$ cat src/design/lcc_pkg.sv
// Constants, register map and helpers for the logic cluster control generator.
package lcc_pkg;
    localparam int NUM_CELLS = 10;
    localparam int ROW_CLOCKS = 8;
    localparam int ROW_SEL_W = 3;
    localparam int ROUTE_LINES = 16;
    localparam int LOCAL_W = ROUTE_LINES + 3 * NUM_CELLS;
    localparam int SEL_W = 6;
    localparam int FIELD_STRIDE = 8;
    localparam int CELL_IN_W = 4;
    localparam int LUT_W = 16;
    localparam logic [SEL_W-1:0] SEL_ONE = 6'h3f;
    localparam logic [SEL_W-1:0] SEL_ZERO = 6'h3e;

    localparam logic [7:0] OFF_CLK_CFG = 8'h00;
    localparam logic [7:0] OFF_SRC_SEL0 = 8'h04;
    localparam logic [7:0] OFF_SRC_SEL1 = 8'h08;
    localparam logic [7:0] OFF_CELL_CLK = 8'h0c;
    localparam logic [7:0] OFF_CHAIN = 8'h10;
    localparam logic [7:0] OFF_LUT_MASK = 8'h14;
    localparam logic [7:0] OFF_STATUS = 8'h18;

    localparam int CLK_A_SEL_LSB = 0;
    localparam int CLK_A_FALL = 3;
    localparam int CLK_B_SEL_LSB = 4;
    localparam int CLK_B_FALL = 7;
    localparam int ARITH_BIT = 8;
    localparam int REGCH_LSB = 0;
    localparam int CASC_LSB = 16;
    localparam int STAT_GATE_LSB = 16;
    localparam int STAT_CLK_LSB = 18;

    // Field index inside the two source select words.
    localparam int F_ENA_A = 0;
    localparam int F_ENA_B = 1;
    localparam int F_ACLR_A = 2;
    localparam int F_ACLR_B = 3;
    localparam int F_SCLR = 0;
    localparam int F_SLOAD = 1;
    localparam int F_ALOAD = 2;
    localparam int F_ADDNSUB = 3;

    localparam logic [31:0] RST_CLK_CFG = 32'h0000_0000;
    localparam logic [31:0] RST_SRC_SEL0 = 32'h3e3e_3f3f;
    localparam logic [31:0] RST_SRC_SEL1 = 32'h3e3e_3e3e;
    localparam logic [31:0] RST_ZERO = 32'h0000_0000;
    localparam logic [LUT_W-1:0] RST_LUT_MASK = 16'h0000;

    function automatic logic [SEL_W-1:0] field(input logic [31:0] word, input int k);
        field = word[k*FIELD_STRIDE +: SEL_W];
    endfunction

    function automatic logic pick(input logic [LOCAL_W-1:0] lines, input logic [SEL_W-1:0] sel);
        if (sel == SEL_ONE)
            pick = 1'b1;
        else if (int'(sel) < LOCAL_W)
            pick = lines[sel];
        else
            pick = 1'b0;
    endfunction
endpackage

$ cat src/design/lcc_cell.sv
// One logic cell: LUT or one-bit add/subtract, chains and its register.
`timescale 1ns/1ps
module lcc_cell
    import lcc_pkg::*;
(
    input wire logic pclk,
    input wire logic presetn,
    input wire logic [lcc_pkg::CELL_IN_W-1:0] data,
    input wire logic [lcc_pkg::LUT_W-1:0] lut_mask,
    input wire logic arith,
    input wire logic addnsub,
    input wire logic cin,
    output logic cout,
    input wire logic casc_en,
    input wire logic lut_chain_in,
    output logic lut_out,
    input wire logic reg_chain_en,
    input wire logic reg_chain_in,
    input wire logic tick,
    input wire logic sclr,
    input wire logic sload,
    input wire logic aclr,
    input wire logic aload,
    output logic q
);
    typedef struct packed {
        logic q;
    } lcc_cell_s;

    lcc_cell_s st;
    lcc_cell_s next_st;
    logic op_a;
    logic [3:0] lut_idx;

    always_comb
    begin
        op_a = data[0] ^ addnsub;
        lut_idx = {data[3:1], casc_en ? lut_chain_in : data[0]};
        cout = (op_a & data[1]) | (cin & (op_a ^ data[1]));
        lut_out = arith ? (op_a ^ data[1] ^ cin) : lut_mask[lut_idx];
        next_st = st;
        // Async controls are applied in the pclk domain, ahead of any cluster clock tick.
        if (aclr)
            next_st.q = 1'b0;
        else if (aload)
            next_st.q = data[3];
        else if (tick)
        begin
            if (sclr)
                next_st.q = 1'b0;
            else if (sload)
                next_st.q = data[3];
            else
                next_st.q = reg_chain_en ? reg_chain_in : lut_out;
        end
    end

    always_ff @(posedge pclk or negedge presetn)
    begin
        if (!presetn)
            st <= '0;
        else
            st <= next_st;
    end

    assign q = st.q;

    a_aload_data: assert property (@(posedge pclk) disable iff (!presetn)
        aload && !aclr |=> q == $past(data[3])) else $error("async load did not take fourth input");
    a_preset_high: assert property (@(posedge pclk) disable iff (!presetn)
        aload && !aclr && data[3] ##1 !aclr |-> q) else $error("preset did not set register");
    a_sync_clear: assert property (@(posedge pclk) disable iff (!presetn)
        tick && sclr && !aclr && !aload |=> !q) else $error("sync clear missed");
    a_reg_chain: assert property (@(posedge pclk) disable iff (!presetn)
        tick && reg_chain_en && !sclr && !sload && !aclr && !aload |=> q == $past(reg_chain_in))
        else $error("register chain value lost");
endmodule // lcc_cell

$ cat src/design/lcc_cluster.sv
// Logic cluster control generator with APB registers and ten logic cells.
//
// Design decisions made here: the placing of the registers and register access over APB.
`timescale 1ns/1ps
module lcc_cluster
    import lcc_pkg::*;
(
    input wire logic pclk,
    input wire logic presetn,
    input wire logic psel,
    input wire logic penable,
    input wire logic pwrite,
    input wire logic [7:0] paddr,
    input wire logic [31:0] pwdata,
    output logic [31:0] prdata,
    output logic pready,
    output logic pslverr,
    input wire logic [lcc_pkg::ROW_CLOCKS-1:0] row_clock,
    input wire logic [lcc_pkg::ROUTE_LINES-1:0] routing_in,
    input wire logic [lcc_pkg::NUM_CELLS-1:0] left_link,
    input wire logic [lcc_pkg::NUM_CELLS-1:0] right_link,
    input wire logic [lcc_pkg::NUM_CELLS*lcc_pkg::CELL_IN_W-1:0] cell_data,
    input wire logic reg_chain_in,
    output logic [lcc_pkg::NUM_CELLS-1:0] cell_q,
    output logic cluster_clock_a,
    output logic cluster_clock_b
);
    typedef struct packed {
        logic [31:0] prdata;
        logic pready;
        logic pslverr;
        logic [31:0] clk_cfg;
        logic [31:0] src0;
        logic [31:0] src1;
        logic [31:0] cell_clk;
        logic [31:0] chain;
        logic [LUT_W-1:0] lut_mask;
        logic [1:0] lvl_q;
        logic [1:0] gate_en;
        logic [1:0] clk_out;
    } lcc_state_s;

    lcc_state_s st;
    lcc_state_s next_st;
    logic [LOCAL_W-1:0] local_lines;
    logic [1:0] lvl;
    logic [1:0] ena;
    logic [1:0] aclr_ab;
    logic tick_a;
    logic tick_b;
    logic sclr;
    logic sload;
    logic aload;
    logic addnsub;
    logic arith;
    logic [31:0] rd_word;
    logic rd_hit;
    logic setup;
    logic wr_take;
    logic [NUM_CELLS:0] carry;
    logic [NUM_CELLS:0] lut_chain;
    logic [NUM_CELLS:0] reg_chain;
    logic [NUM_CELLS-1:0] lut_out;
    logic [NUM_CELLS-1:0] cell_tick;
    logic [NUM_CELLS-1:0] cell_aclr;

    // Own cell outputs feed back into the local lines; the same outputs leave as direct links.
    assign local_lines = {right_link, left_link, cell_q, routing_in};

    always_comb
    begin
        lvl[0] = row_clock[st.clk_cfg[CLK_A_SEL_LSB +: ROW_SEL_W]] ^ st.clk_cfg[CLK_A_FALL];
        lvl[1] = row_clock[st.clk_cfg[CLK_B_SEL_LSB +: ROW_SEL_W]] ^ st.clk_cfg[CLK_B_FALL];
        ena[0] = pick(local_lines, field(st.src0, F_ENA_A));
        ena[1] = pick(local_lines, field(st.src0, F_ENA_B));
        aclr_ab[0] = pick(local_lines, field(st.src0, F_ACLR_A));
        aclr_ab[1] = pick(local_lines, field(st.src0, F_ACLR_B));
        sclr = pick(local_lines, field(st.src1, F_SCLR));
        sload = pick(local_lines, field(st.src1, F_SLOAD));
        aload = pick(local_lines, field(st.src1, F_ALOAD));
        addnsub = pick(local_lines, field(st.src1, F_ADDNSUB));
        arith = st.clk_cfg[ARITH_BIT];
        // A cluster clock edge is the rising edge of its level, passed only when the enable is held.
        tick_a = lvl[0] & ~st.lvl_q[0] & st.gate_en[0];
        tick_b = lvl[1] & ~st.lvl_q[1] & st.gate_en[1];
    end

    always_comb
    begin
        rd_hit = 1'b1;
        case (paddr)
            OFF_CLK_CFG: rd_word = st.clk_cfg;
            OFF_SRC_SEL0: rd_word = st.src0;
            OFF_SRC_SEL1: rd_word = st.src1;
            OFF_CELL_CLK: rd_word = st.cell_clk;
            OFF_CHAIN: rd_word = st.chain;
            OFF_LUT_MASK: rd_word = {{(32-LUT_W){1'b0}}, st.lut_mask};
            OFF_STATUS:
            begin
                rd_word = RST_ZERO;
                rd_word[NUM_CELLS-1:0] = cell_q;
                rd_word[STAT_GATE_LSB +: 2] = st.gate_en;
                rd_word[STAT_CLK_LSB +: 2] = st.clk_out;
            end
            default:
            begin
                rd_word = RST_ZERO;
                rd_hit = 1'b0;
            end
        endcase
    end

    assign setup = psel & ~penable;
    assign wr_take = psel & penable & st.pready & pwrite;

    always_comb
    begin
        next_st = st;
        // Zero wait states: pready rises in the first access cycle of every transfer.
        next_st.pready = setup;
        next_st.pslverr = setup & ~rd_hit;
        if (setup && !pwrite)
            next_st.prdata = rd_word;
        if (wr_take)
        begin
            case (paddr)
                OFF_CLK_CFG: next_st.clk_cfg = pwdata;
                OFF_SRC_SEL0: next_st.src0 = pwdata;
                OFF_SRC_SEL1: next_st.src1 = pwdata;
                OFF_CELL_CLK: next_st.cell_clk = pwdata;
                OFF_CHAIN: next_st.chain = pwdata;
                OFF_LUT_MASK: next_st.lut_mask = pwdata[LUT_W-1:0];
                default: next_st.clk_out = st.clk_out;
            endcase
        end
        next_st.lvl_q = lvl;
        for (int c = 0; c < 2; c++)
        begin
            // Sampling only while the level is low keeps the gated clock free of runt pulses.
            if (!lvl[c])
                next_st.gate_en[c] = ena[c];
            next_st.clk_out[c] = lvl[c] & next_st.gate_en[c];
        end
    end

    always_ff @(posedge pclk or negedge presetn)
    begin
        if (!presetn)
        begin
            st <= '0;
            st.clk_cfg <= RST_CLK_CFG;
            st.src0 <= RST_SRC_SEL0;
            st.src1 <= RST_SRC_SEL1;
            st.cell_clk <= RST_ZERO;
            st.chain <= RST_ZERO;
            st.lut_mask <= RST_LUT_MASK;
        end
        else
            st <= next_st;
    end

    assign prdata = st.prdata;
    assign pready = st.pready;
    assign pslverr = st.pslverr;
    assign cluster_clock_a = st.clk_out[0];
    assign cluster_clock_b = st.clk_out[1];

    assign carry[0] = arith & addnsub;
    assign lut_chain[0] = 1'b0;
    assign reg_chain[0] = reg_chain_in;

    // Every cell sees the same sclr, sload, aload and addnsub; cell_clk picks clock A or B and its aclr for each cell.
    generate
        for (genvar i = 0; i < NUM_CELLS; i++)
        begin : g_cell
            assign cell_tick[i] = st.cell_clk[i] ? tick_b : tick_a;
            assign cell_aclr[i] = st.cell_clk[i] ? aclr_ab[1] : aclr_ab[0];
            assign lut_chain[i+1] = lut_out[i];
            assign reg_chain[i+1] = cell_q[i];
            lcc_cell u_cell (
                .pclk(pclk),
                .presetn(presetn),
                .data(cell_data[i*CELL_IN_W +: CELL_IN_W]),
                .lut_mask(st.lut_mask),
                .arith(arith),
                .addnsub(addnsub),
                .cin(carry[i]),
                .cout(carry[i+1]),
                .casc_en(st.chain[CASC_LSB+i]),
                .lut_chain_in(lut_chain[i]),
                .lut_out(lut_out[i]),
                .reg_chain_en(st.chain[REGCH_LSB+i]),
                .reg_chain_in(reg_chain[i]),
                .tick(cell_tick[i]),
                .sclr(sclr),
                .sload(sload),
                .aclr(cell_aclr[i]),
                .aload(aload),
                .q(cell_q[i])
            );
        end
    endgenerate

    a_gate_stable: assert property (@(posedge pclk) disable iff (!presetn)
        lvl[0] && st.lvl_q[0] |=> $stable(st.gate_en[0])) else $error("enable changed while clock high");
    a_gate_off: assert property (@(posedge pclk) disable iff (!presetn)
        !st.gate_en[0] |-> !tick_a) else $error("clock edge passed a closed enable");
    a_clock_pair: assert property (@(posedge pclk) disable iff (!presetn)
        tick_b && !tick_a && !st.cell_clk[0] && !cell_aclr[0] && !aload |=> $stable(cell_q[0]))
        else $error("cell moved on the unpaired clock");
    a_sub_seed: assert property (@(posedge pclk) disable iff (!presetn)
        arith && addnsub && cell_data[0] == cell_data[1] |-> !lut_out[0])
        else $error("subtract of equal operands not zero");
    a_fall_edge: assert property (@(posedge pclk) disable iff (!presetn)
        tick_a && st.clk_cfg[CLK_A_FALL] && $stable(st.clk_cfg)
        |-> !row_clock[st.clk_cfg[CLK_A_SEL_LSB +: ROW_SEL_W]]) else $error("falling clock ticked on rise");
    a_lut_casc: assert property (@(posedge pclk) disable iff (!presetn)
        !arith && st.chain[CASC_LSB+1] |-> lut_out[1] == st.lut_mask[{cell_data[7:5], lut_out[0]}])
        else $error("LUT chain not cascaded");
    a_mask_write: assert property (@(posedge pclk) disable iff (!presetn)
        wr_take && paddr == OFF_LUT_MASK |=> st.lut_mask == $past(pwdata[LUT_W-1:0]))
        else $error("LUT mask write lost");
    a_ready_once: assert property (@(posedge pclk) disable iff (!presetn)
        setup |=> pready ##1 !pready || setup) else $error("pready timing wrong");

    c_shift: cover property (@(posedge pclk) disable iff (!presetn) tick_a && st.chain[REGCH_LSB+1]);
    c_subtract: cover property (@(posedge pclk) disable iff (!presetn) arith && addnsub && tick_a);
    c_both_clocks: cover property (@(posedge pclk) disable iff (!presetn) tick_a ##[1:20] tick_b);
    c_gated: cover property (@(posedge pclk) disable iff (!presetn) st.gate_en[0] ##1 !st.gate_en[0]);
endmodule // lcc_cluster

$ cat config.mk
export PLATFORM = sky130hd
export DESIGN_NAME = lcc_cluster
export DESIGN_NICKNAME = d
export VERILOG_FILES = /design/src/design/lcc_pkg.sv /design/src/design/lcc_cell.sv /design/src/design/lcc_cluster.sv
export SDC_FILE = /design/constraint.sdc
export NUM_CORES = 1
export LEC_CHECK = 0
export BUFFER_PORTS_ARGS = -buffer_cell sky130_fd_sc_hd__buf_4
export CAP_MARGIN = 20
export CORE_MARGIN = 1.5
export CORE_UTILIZATION = 60
export CTS_BUF_LIST = sky130_fd_sc_hd__clkbuf_4 sky130_fd_sc_hd__clkbuf_8
export DETAILED_ROUTE_END_ITERATION = 16
export GPL_ROUTABILITY_DRIVEN = 1
export PLACE_DENSITY = 0.85
export SLEW_MARGIN = 20
export SYNTH_ARGS = -nofsm -noshare
export SYNTH_HDL_FRONTEND = slang
export SYNTH_SLANG_ARGS = --single-unit
export TNS_END_PERCENT = 5
$ cat constraint.sdc
create_clock -name pclk -period 12.5 [get_ports pclk]
set_input_delay 2.5 -clock pclk [delete_from_list [all_inputs] [get_ports pclk]]
set_output_delay 2.5 -clock pclk [all_outputs]
set_load 0.01 [all_outputs]
* Word-level counts from Yosys, hierarchy flattened
Cells that the tools add are included.
** Word-level totals
- Flip-flop bits (word level) :: 226
- Output and inout port bits :: 46
** Operators by class
- Magnitude comparators :: 28
- Eq/ne operators :: 14
- Muxes and demuxes :: 160
- Bitwise logic cells :: 75
- Reductions and logical operators :: 20
** Operators by type and width (number)
- case mux 32 bit (7 select lines) :: 1
- two-way mux 1 bit :: 139
- less-than comparator 6 x 7 -> 1 bit, second input constant :: 8
- less-than comparator 4 x 5 -> 1 bit, second input constant :: 10
- binary-select mux 1 bit (select 6 bit) :: 8
- == test 6 bit, second input constant :: 8
- less-than comparator 6 bit, second input constant :: 8
- binary-select mux 1 bit (select 4 bit) :: 10
- bitwise XOR 1 bit :: 32
- bitwise AND 1 bit :: 30
- nonzero test 3 bit :: 10
- == test 8 x 5 -> 1 bit, second input constant :: 3
- == test 8 x 4 -> 1 bit, second input constant :: 2
- AND reduction 2 bit :: 6
- OR 1 bit :: 9
- == test 8 x 3 -> 1 bit, second input constant :: 1
- zero test 8 bit :: 1
- less-than comparator 3 x 4 -> 1 bit, second input constant :: 2
- OR reduction 7 bit :: 1
- binary-select mux 1 bit (select 3 bit) :: 2
- inverter 1 bit :: 4
- logical AND 1 bit :: 1
- zero test 1 bit :: 1

* Depth between registers and ports, before layout
- Depth in word-level cells :: 50
- Mapped depth :: 39
- Mapped depth without buffers :: 33

* Modules after synthesis
From an unflattened synthesis, not the netlist that was laid out.
** Second synthesis, totals
- Cell total of the unflattened synthesis :: 1375
- Area total of the unflattened synthesis :: 16251.8 µm²
** Modules (own cells, without submodules)
- lcc_cluster :: instances 1, cells an instance 1005, area an instance 13073.8 µm²
- lcc_cell :: instances 10, cells an instance 37, area an instance 317.8 µm²

* Worst setup path after synthesis
OpenSTA, ideal clock, no wires.
- Path type :: input to register
- From :: input left_link[5] in the netlist's numbering
- To :: register g_cell[9].u_cell.st
- Arrival :: 11.330 ns
- Data required time :: 12.369 ns
- Path slack :: 1.039 ns
- Stages :: 34
- Path buffers :: 3
- Path through :: mux4_2 mux4_2 mux2i_1 o21ai_0 clkbuf_1 xor2_1 inv_1 fa_1 a31o_2 or4_1 a21o_1 o211ai_1 nor3_1 o32a_1 or4_1 nand3_2 mux2_2 a2111oi_2 or3_1 buf_2 mux2_2 a2111oi_4 a31oi_2 or4_1 nand3_1 nor4_2 buf_6 a211oi_1 a211oi_1 o32a_4 a221oi_4 mux4_1 a22oi_1 o21ai_1
** On the way
- Longest elaborated chain between the ends :: 50
- Elaborated cells on any way between the ends :: 127
** Ends and longest elaborated chain
- start: declaration :: RTL line lcc_cluster.sv:20 : input wire logic [lcc_pkg::NUM_CELLS-1:0] left_link,
- binary-select mux 1 bit (select 6 bit) :: RTL line lcc_pkg.sv:57 : pick = lines[sel];
- two-way mux 1 bit (implied by the code) :: RTL line lcc_pkg.sv:57
- two-way mux 1 bit :: RTL line lcc_pkg.sv:56 : else if (int'(sel) < LOCAL_W)
- two-way mux 1 bit :: RTL line lcc_pkg.sv:54 : if (sel == SEL_ONE)
- bitwise XOR 1 bit :: RTL line lcc_cell.sv:37 : op_a = data[0] ^ addnsub;
- bitwise XOR 1 bit :: RTL line lcc_cell.sv:39, lcc_cell.sv:40
- bitwise XOR 1 bit :: RTL line lcc_cell.sv:40 : lut_out = arith ? (op_a ^ data[1] ^ cin) : lut_mask[lut_idx];
- two-way mux 1 bit :: RTL line lcc_cell.sv:40
- [34 not listed]
- two-way mux 1 bit (implied by the code) :: RTL line lcc_cell.sv:40
- two-way mux 1 bit :: RTL line lcc_cell.sv:40
- two-way mux 1 bit :: RTL line lcc_cell.sv:54 : next_st.q = reg_chain_en ? reg_chain_in : lut_out;
- two-way mux 1 bit :: RTL line lcc_cell.sv:51 : else if (sload)
- two-way mux 1 bit :: RTL line lcc_cell.sv:49 : if (sclr)
- two-way mux 1 bit :: RTL line lcc_cell.sv:47 : else if (tick)
- two-way mux 1 bit :: RTL line lcc_cell.sv:45 : else if (aload)
- two-way mux 1 bit :: RTL line lcc_cell.sv:43 : if (aclr)
- end signal: assignment :: RTL line lcc_cell.sv:63 : st <= next_st;
- end: declaration :: RTL line lcc_cell.sv:30 : lcc_cell_s st;
Parallel ways exist; a longest one is shown, timed or not. The select of a mux whose other input is x is not followed.
A chain may end at the register's enable or synchronous reset.

* Worst setup path in the final report
- From :: input right_link[7] in the netlist's numbering
- To :: register g_cell[9].u_cell.st
** On the way
- Longest elaborated chain between the ends :: 50
- Elaborated cells on any way between the ends :: 127
** Ends and longest elaborated chain
- start: declaration :: RTL line lcc_cluster.sv:21 : input wire logic [lcc_pkg::NUM_CELLS-1:0] right_link,
- binary-select mux 1 bit (select 6 bit) :: RTL line lcc_pkg.sv:57
- two-way mux 1 bit (implied by the code) :: RTL line lcc_pkg.sv:57
- two-way mux 1 bit :: RTL line lcc_pkg.sv:56
- two-way mux 1 bit :: RTL line lcc_pkg.sv:54
- bitwise XOR 1 bit :: RTL line lcc_cell.sv:37
- bitwise XOR 1 bit :: RTL line lcc_cell.sv:39, lcc_cell.sv:40
- bitwise XOR 1 bit :: RTL line lcc_cell.sv:40
- two-way mux 1 bit :: RTL line lcc_cell.sv:40
- [34 not listed]
- two-way mux 1 bit (implied by the code) :: RTL line lcc_cell.sv:40
- two-way mux 1 bit :: RTL line lcc_cell.sv:40
- two-way mux 1 bit :: RTL line lcc_cell.sv:54
- two-way mux 1 bit :: RTL line lcc_cell.sv:51
- two-way mux 1 bit :: RTL line lcc_cell.sv:49
- two-way mux 1 bit :: RTL line lcc_cell.sv:47
- two-way mux 1 bit :: RTL line lcc_cell.sv:45
- two-way mux 1 bit :: RTL line lcc_cell.sv:43
Parallel ways exist; a longest one is shown, timed or not. The select of a mux whose other input is x is not followed.

==> results.tsv <==
stage	metric	value	unit
outcome	run status	finished clean	
yosys	Yosys top cell area share	26.87	%
yosys	number of synthesized register bits	226	
final_layout	post-route cell area	19110	µm²
clock_network	H-tree depth	2	
worst_setup_path	critical path's slowest cell	mux4_1	
worst_setup_path	CP max FO	9	
yosys	post-synth net total	1758	
sta	max_slew headroom	22.82	%
global_routing	vias in the first global route	14660	
yosys	area of the mapped netlist	17140	µm²
placed_design	post-detail-place hpwl	39640	µm
worst_setup_path	worst endpoint data arrival time	12.16	ns
yosys	main flop type after synthesis	dfrtp_1	
yosys	XOR/XNOR Fraction of Synth Area	0.7155	%
worst_setup_path	CP most frequent cell	fa_1	
routing	routed wire length	56530	µm
routing	Pre-Repair DR Iteration Count	6	
yosys	largest family of logic cells by synthesized area	multiplexers	
clock_network	CTS Sinks	226	
sta	top achievable clock speed	84.99	MHz
placed_design	dpl cells	2011	
global_routing	pin count of the biggest net entering global routing	146	
yosys	Avg Synthesized Cell Area	10.59	µm²
clock_network	Longest Clk Path Bufs	3	
final_layout	share of layout cells above drive strength 1	38.31	%
clock_network	post-CTS sizing	0	
final_layout	Finished Layout Cells	2081	
yosys	mux share of post-synthesis cell area	33.38	%
routing	M1 wire length	21020	µm
routing	DR WL met3	6775	µm
final_layout	nets@finish	1814	
clock_network	Num CTS Buffers	37	
routing	vias per inst	7.228	
placed_design	dpl cell area	18280	µm²
global_routing	first-pass GRT wire length	86110	µm
routing	WL/cell	27.17	µm
power	Peak VDD IR	60.79	µV
global_routing	GRT Resource Usage Total	38.67	%
routing	vias	15040	
yosys	Post-synth EDFFs	0	
power	Lkg Pwr	7.890	nW
yosys	Gate Count Post-Synth	1618	
sta	final hold viol count	0	
routing	Final ANT Viol Nets	0	
worst_setup_path	CP bufs+invs	4	
floorplan	Die Width	172.0	µm
yosys	Synth Area in Simple Gates	11.27	%
worst_setup_path	Worst Path Required	12.89	ns
yosys	leading area contributor after synthesis	dfrtp_1	
sta	RSZ-0062 raised after global routing	no	
clock_network	clock-pin slew on the worst setup and hold paths	0.07	ns
global_routing	initial antenna violation count	0	
final_layout	Core Util, Final	68.40	%
floorplan	Die Area	29590	µm²
sta	Final TNS setup	0	ns
clock_network	Worst-Skew Late Latency	0.56	ns
hold_path	HP Class	flop to flop	
floorplan	row count	61	
worst_setup_path	CP Class	primary input to flop	
sta	Least-Margin Pin Slew	1.148	ns
power	total power	1.707	mW
floorplan	die height	172.0	µm
worst_setup_path	largest stage delay on the critical path	0.61	ns
placed_design	GP Congestion	0.9745	
routing	1st-iter DRT viols	2075	
clock_network	Post-CTS Setup Bufs	0	
clock_network	CTS hold repair buffers	0	
yosys	Post-Synth Adder-Cell Area	1.168	%
global_routing	gr ovfl total	0	
clock_network	TritonCTS clock tree	built	
floorplan	CORE AREA	27930	µm²
yosys	yosys warns	0	
worst_setup_path	Startpoint Class	primary input	
sta	Worst Skew	0.05284	ns
yosys	register area share after synthesis	33.31	%
sta	final setup violation count	0	
clock_network	root buf cell	clkbuf_8	
yosys	Post-synth ARST share	100.0	%
power	PD cells	89.33	nW/µm²
flow_run	Max-Cap Viols	0	
routing	met2 wire length	25710	µm
yosys	post-synthesis compound-gate area fraction	14.33	%
routing	max layer used	met4	
sta	Min Clock Period, post-route	11.77	ns
floorplan	Initial Util	61.35	%
worst_setup_path	delay-heaviest family, CP	compound AO/OA/AOI/OAI gates	
placed_design	# port buffers	175	
floorplan	# IOs	176	
final_layout	Layout Area Growth over Synthesis	11.49	%
worst_setup_path	nature of the critical path endpoint	flop	
routing	DRC	0	
sta	Final Max Tran Viols	0	
yosys	synth unique cells	86	
yosys	top cells by area, synth	dfrtp_1, mux4_2, mux2_2	
sta	fin crit share	94.13	%
==> power by group <==
part           total (mW)  leakage, nW  switching [mW]  internal (mW)
registers           0.756         2.93          0.0170          0.739
clock network       0.675        0.416           0.301          0.374
logic               0.276         4.54           0.154          0.121
==> sequential cells by signal (all words and copies together) (netlist names), named ones only <==
name,flops
pslverr,1
prdata,32
g_cell.u_cell.q,10
st,177
cluster_clock_b,1
cluster_clock_a,1
pready,1
arith,1
==> layout make-up <==
type                       instances  area, µm²
fill                            2100       8827
tap                              378      473.0
clock buffer                      63      742.0
multi-input combinational       1173      10450
timing repair buffer             205       1579
clock inverter                     4      33.78
sequential                       226       5708
antenna                            1      2.502
inverter                          31      116.4
==> cell families (layout without fill, tap and decap cells) <==
logic type	Yosys count	after routing
xor+xnor	14	14
fa+ha+maj	10	10
compound gates	362	362
other cells	0	1
buf+inv	219	303
flops	226	226
simple gates	396	396
mux	391	391
==> path summary, 6_finish.rpt <==
path                            cells past startpoint  slack, ns     startpoint                 end
worst min register to register                      2       0.48     prdata[14]          prdata[14]
worst min-delay path                                2       0.48     prdata[14]          prdata[14]
min in group asynchronous                           1       1.88        presetn             st[173]
max in group asynchronous                           4       8.96        presetn              st[88]
worst max register to register                     33       1.68        st[110]  g_cell[9].u_cell.q
worst max-delay path                               34       0.73  right_link[7]  g_cell[9].u_cell.q
==> worst register-to-register path: cells and delay by family, from the launching register on <==
family,cells,cell delay [ns]
AO/OA/AOI/OAI,15,3.95
AND/OR/NAND/NOR,7,1.89
adder cells (fa/ha/maj),4,1.82
multiplexers,4,1.56
flip-flops,1,1.01
buffers and inverters,3,0.46
==> synthesized netlist by cell type, drive strengths merged (10+ instances only) <==
library cell  number
o21ai             86
nand2            113
fa                10
clkbuf           124
nor3              38
nand3             36
a221oi            17
mux2             195
dfrtp            184
o22ai             31
mux2i             72
a222oi            10
inv               30
a31oi             14
a211oi            13
nand2b            17
a22oi             43
nor2b             23
nor2             100
a21oi             75
buf               64
dfstp             42
mux4             124
a22o              11
==> cells in the final DEF, fill, tap and decap left out, types with 8 or more instances in the layout <==
| master | n |
|---|---|
| a211oi_1 | 13 |
| a21oi_1 | 74 |
| a221oi_1 | 16 |
| a222oi_1 | 10 |
| a22o_1 | 11 |
| a22oi_1 | 43 |
| a31oi_1 | 13 |
| and2_1 | 9 |
| buf_4 | 202 |
| clkbuf_4 | 20 |
| clkbuf_8 | 43 |
| dfrtp_1 | 184 |
| dfstp_2 | 42 |
| fa_1 | 10 |
| inv_1 | 30 |
| mux2_2 | 194 |
| mux2i_1 | 72 |
| mux4_2 | 122 |
| nand2_1 | 113 |
| nand2b_1 | 17 |
| nand3_1 | 35 |
| nand3b_1 | 9 |
| nor2_1 | 100 |
| nor2b_1 | 22 |
| nor3_1 | 34 |
| o21ai_0 | 80 |
| o22ai_1 | 30 |
| o31ai_1 | 9 |
| xnor2_1 | 8 |
==> through the flow <==
step	hold WS, ns	worst slack, ns
floorplan	0.4510	1.039
global placement	0.4640	0.5296
detailed placement	0.4715	0.3215
CTS	0.4852	0.8175
global route	0.5124	0.01155
finish	0.4770	0.7340
==> metal layers <==
layer  global-route usage (%)  up-vias
met5                        0        -
met4                    19.85        0
met3                    7.279      218
met2                    58.78     1138
met1                    53.22     7422
li1                         -     6263
No activity file was read; power rests on OpenSTA's default activity.
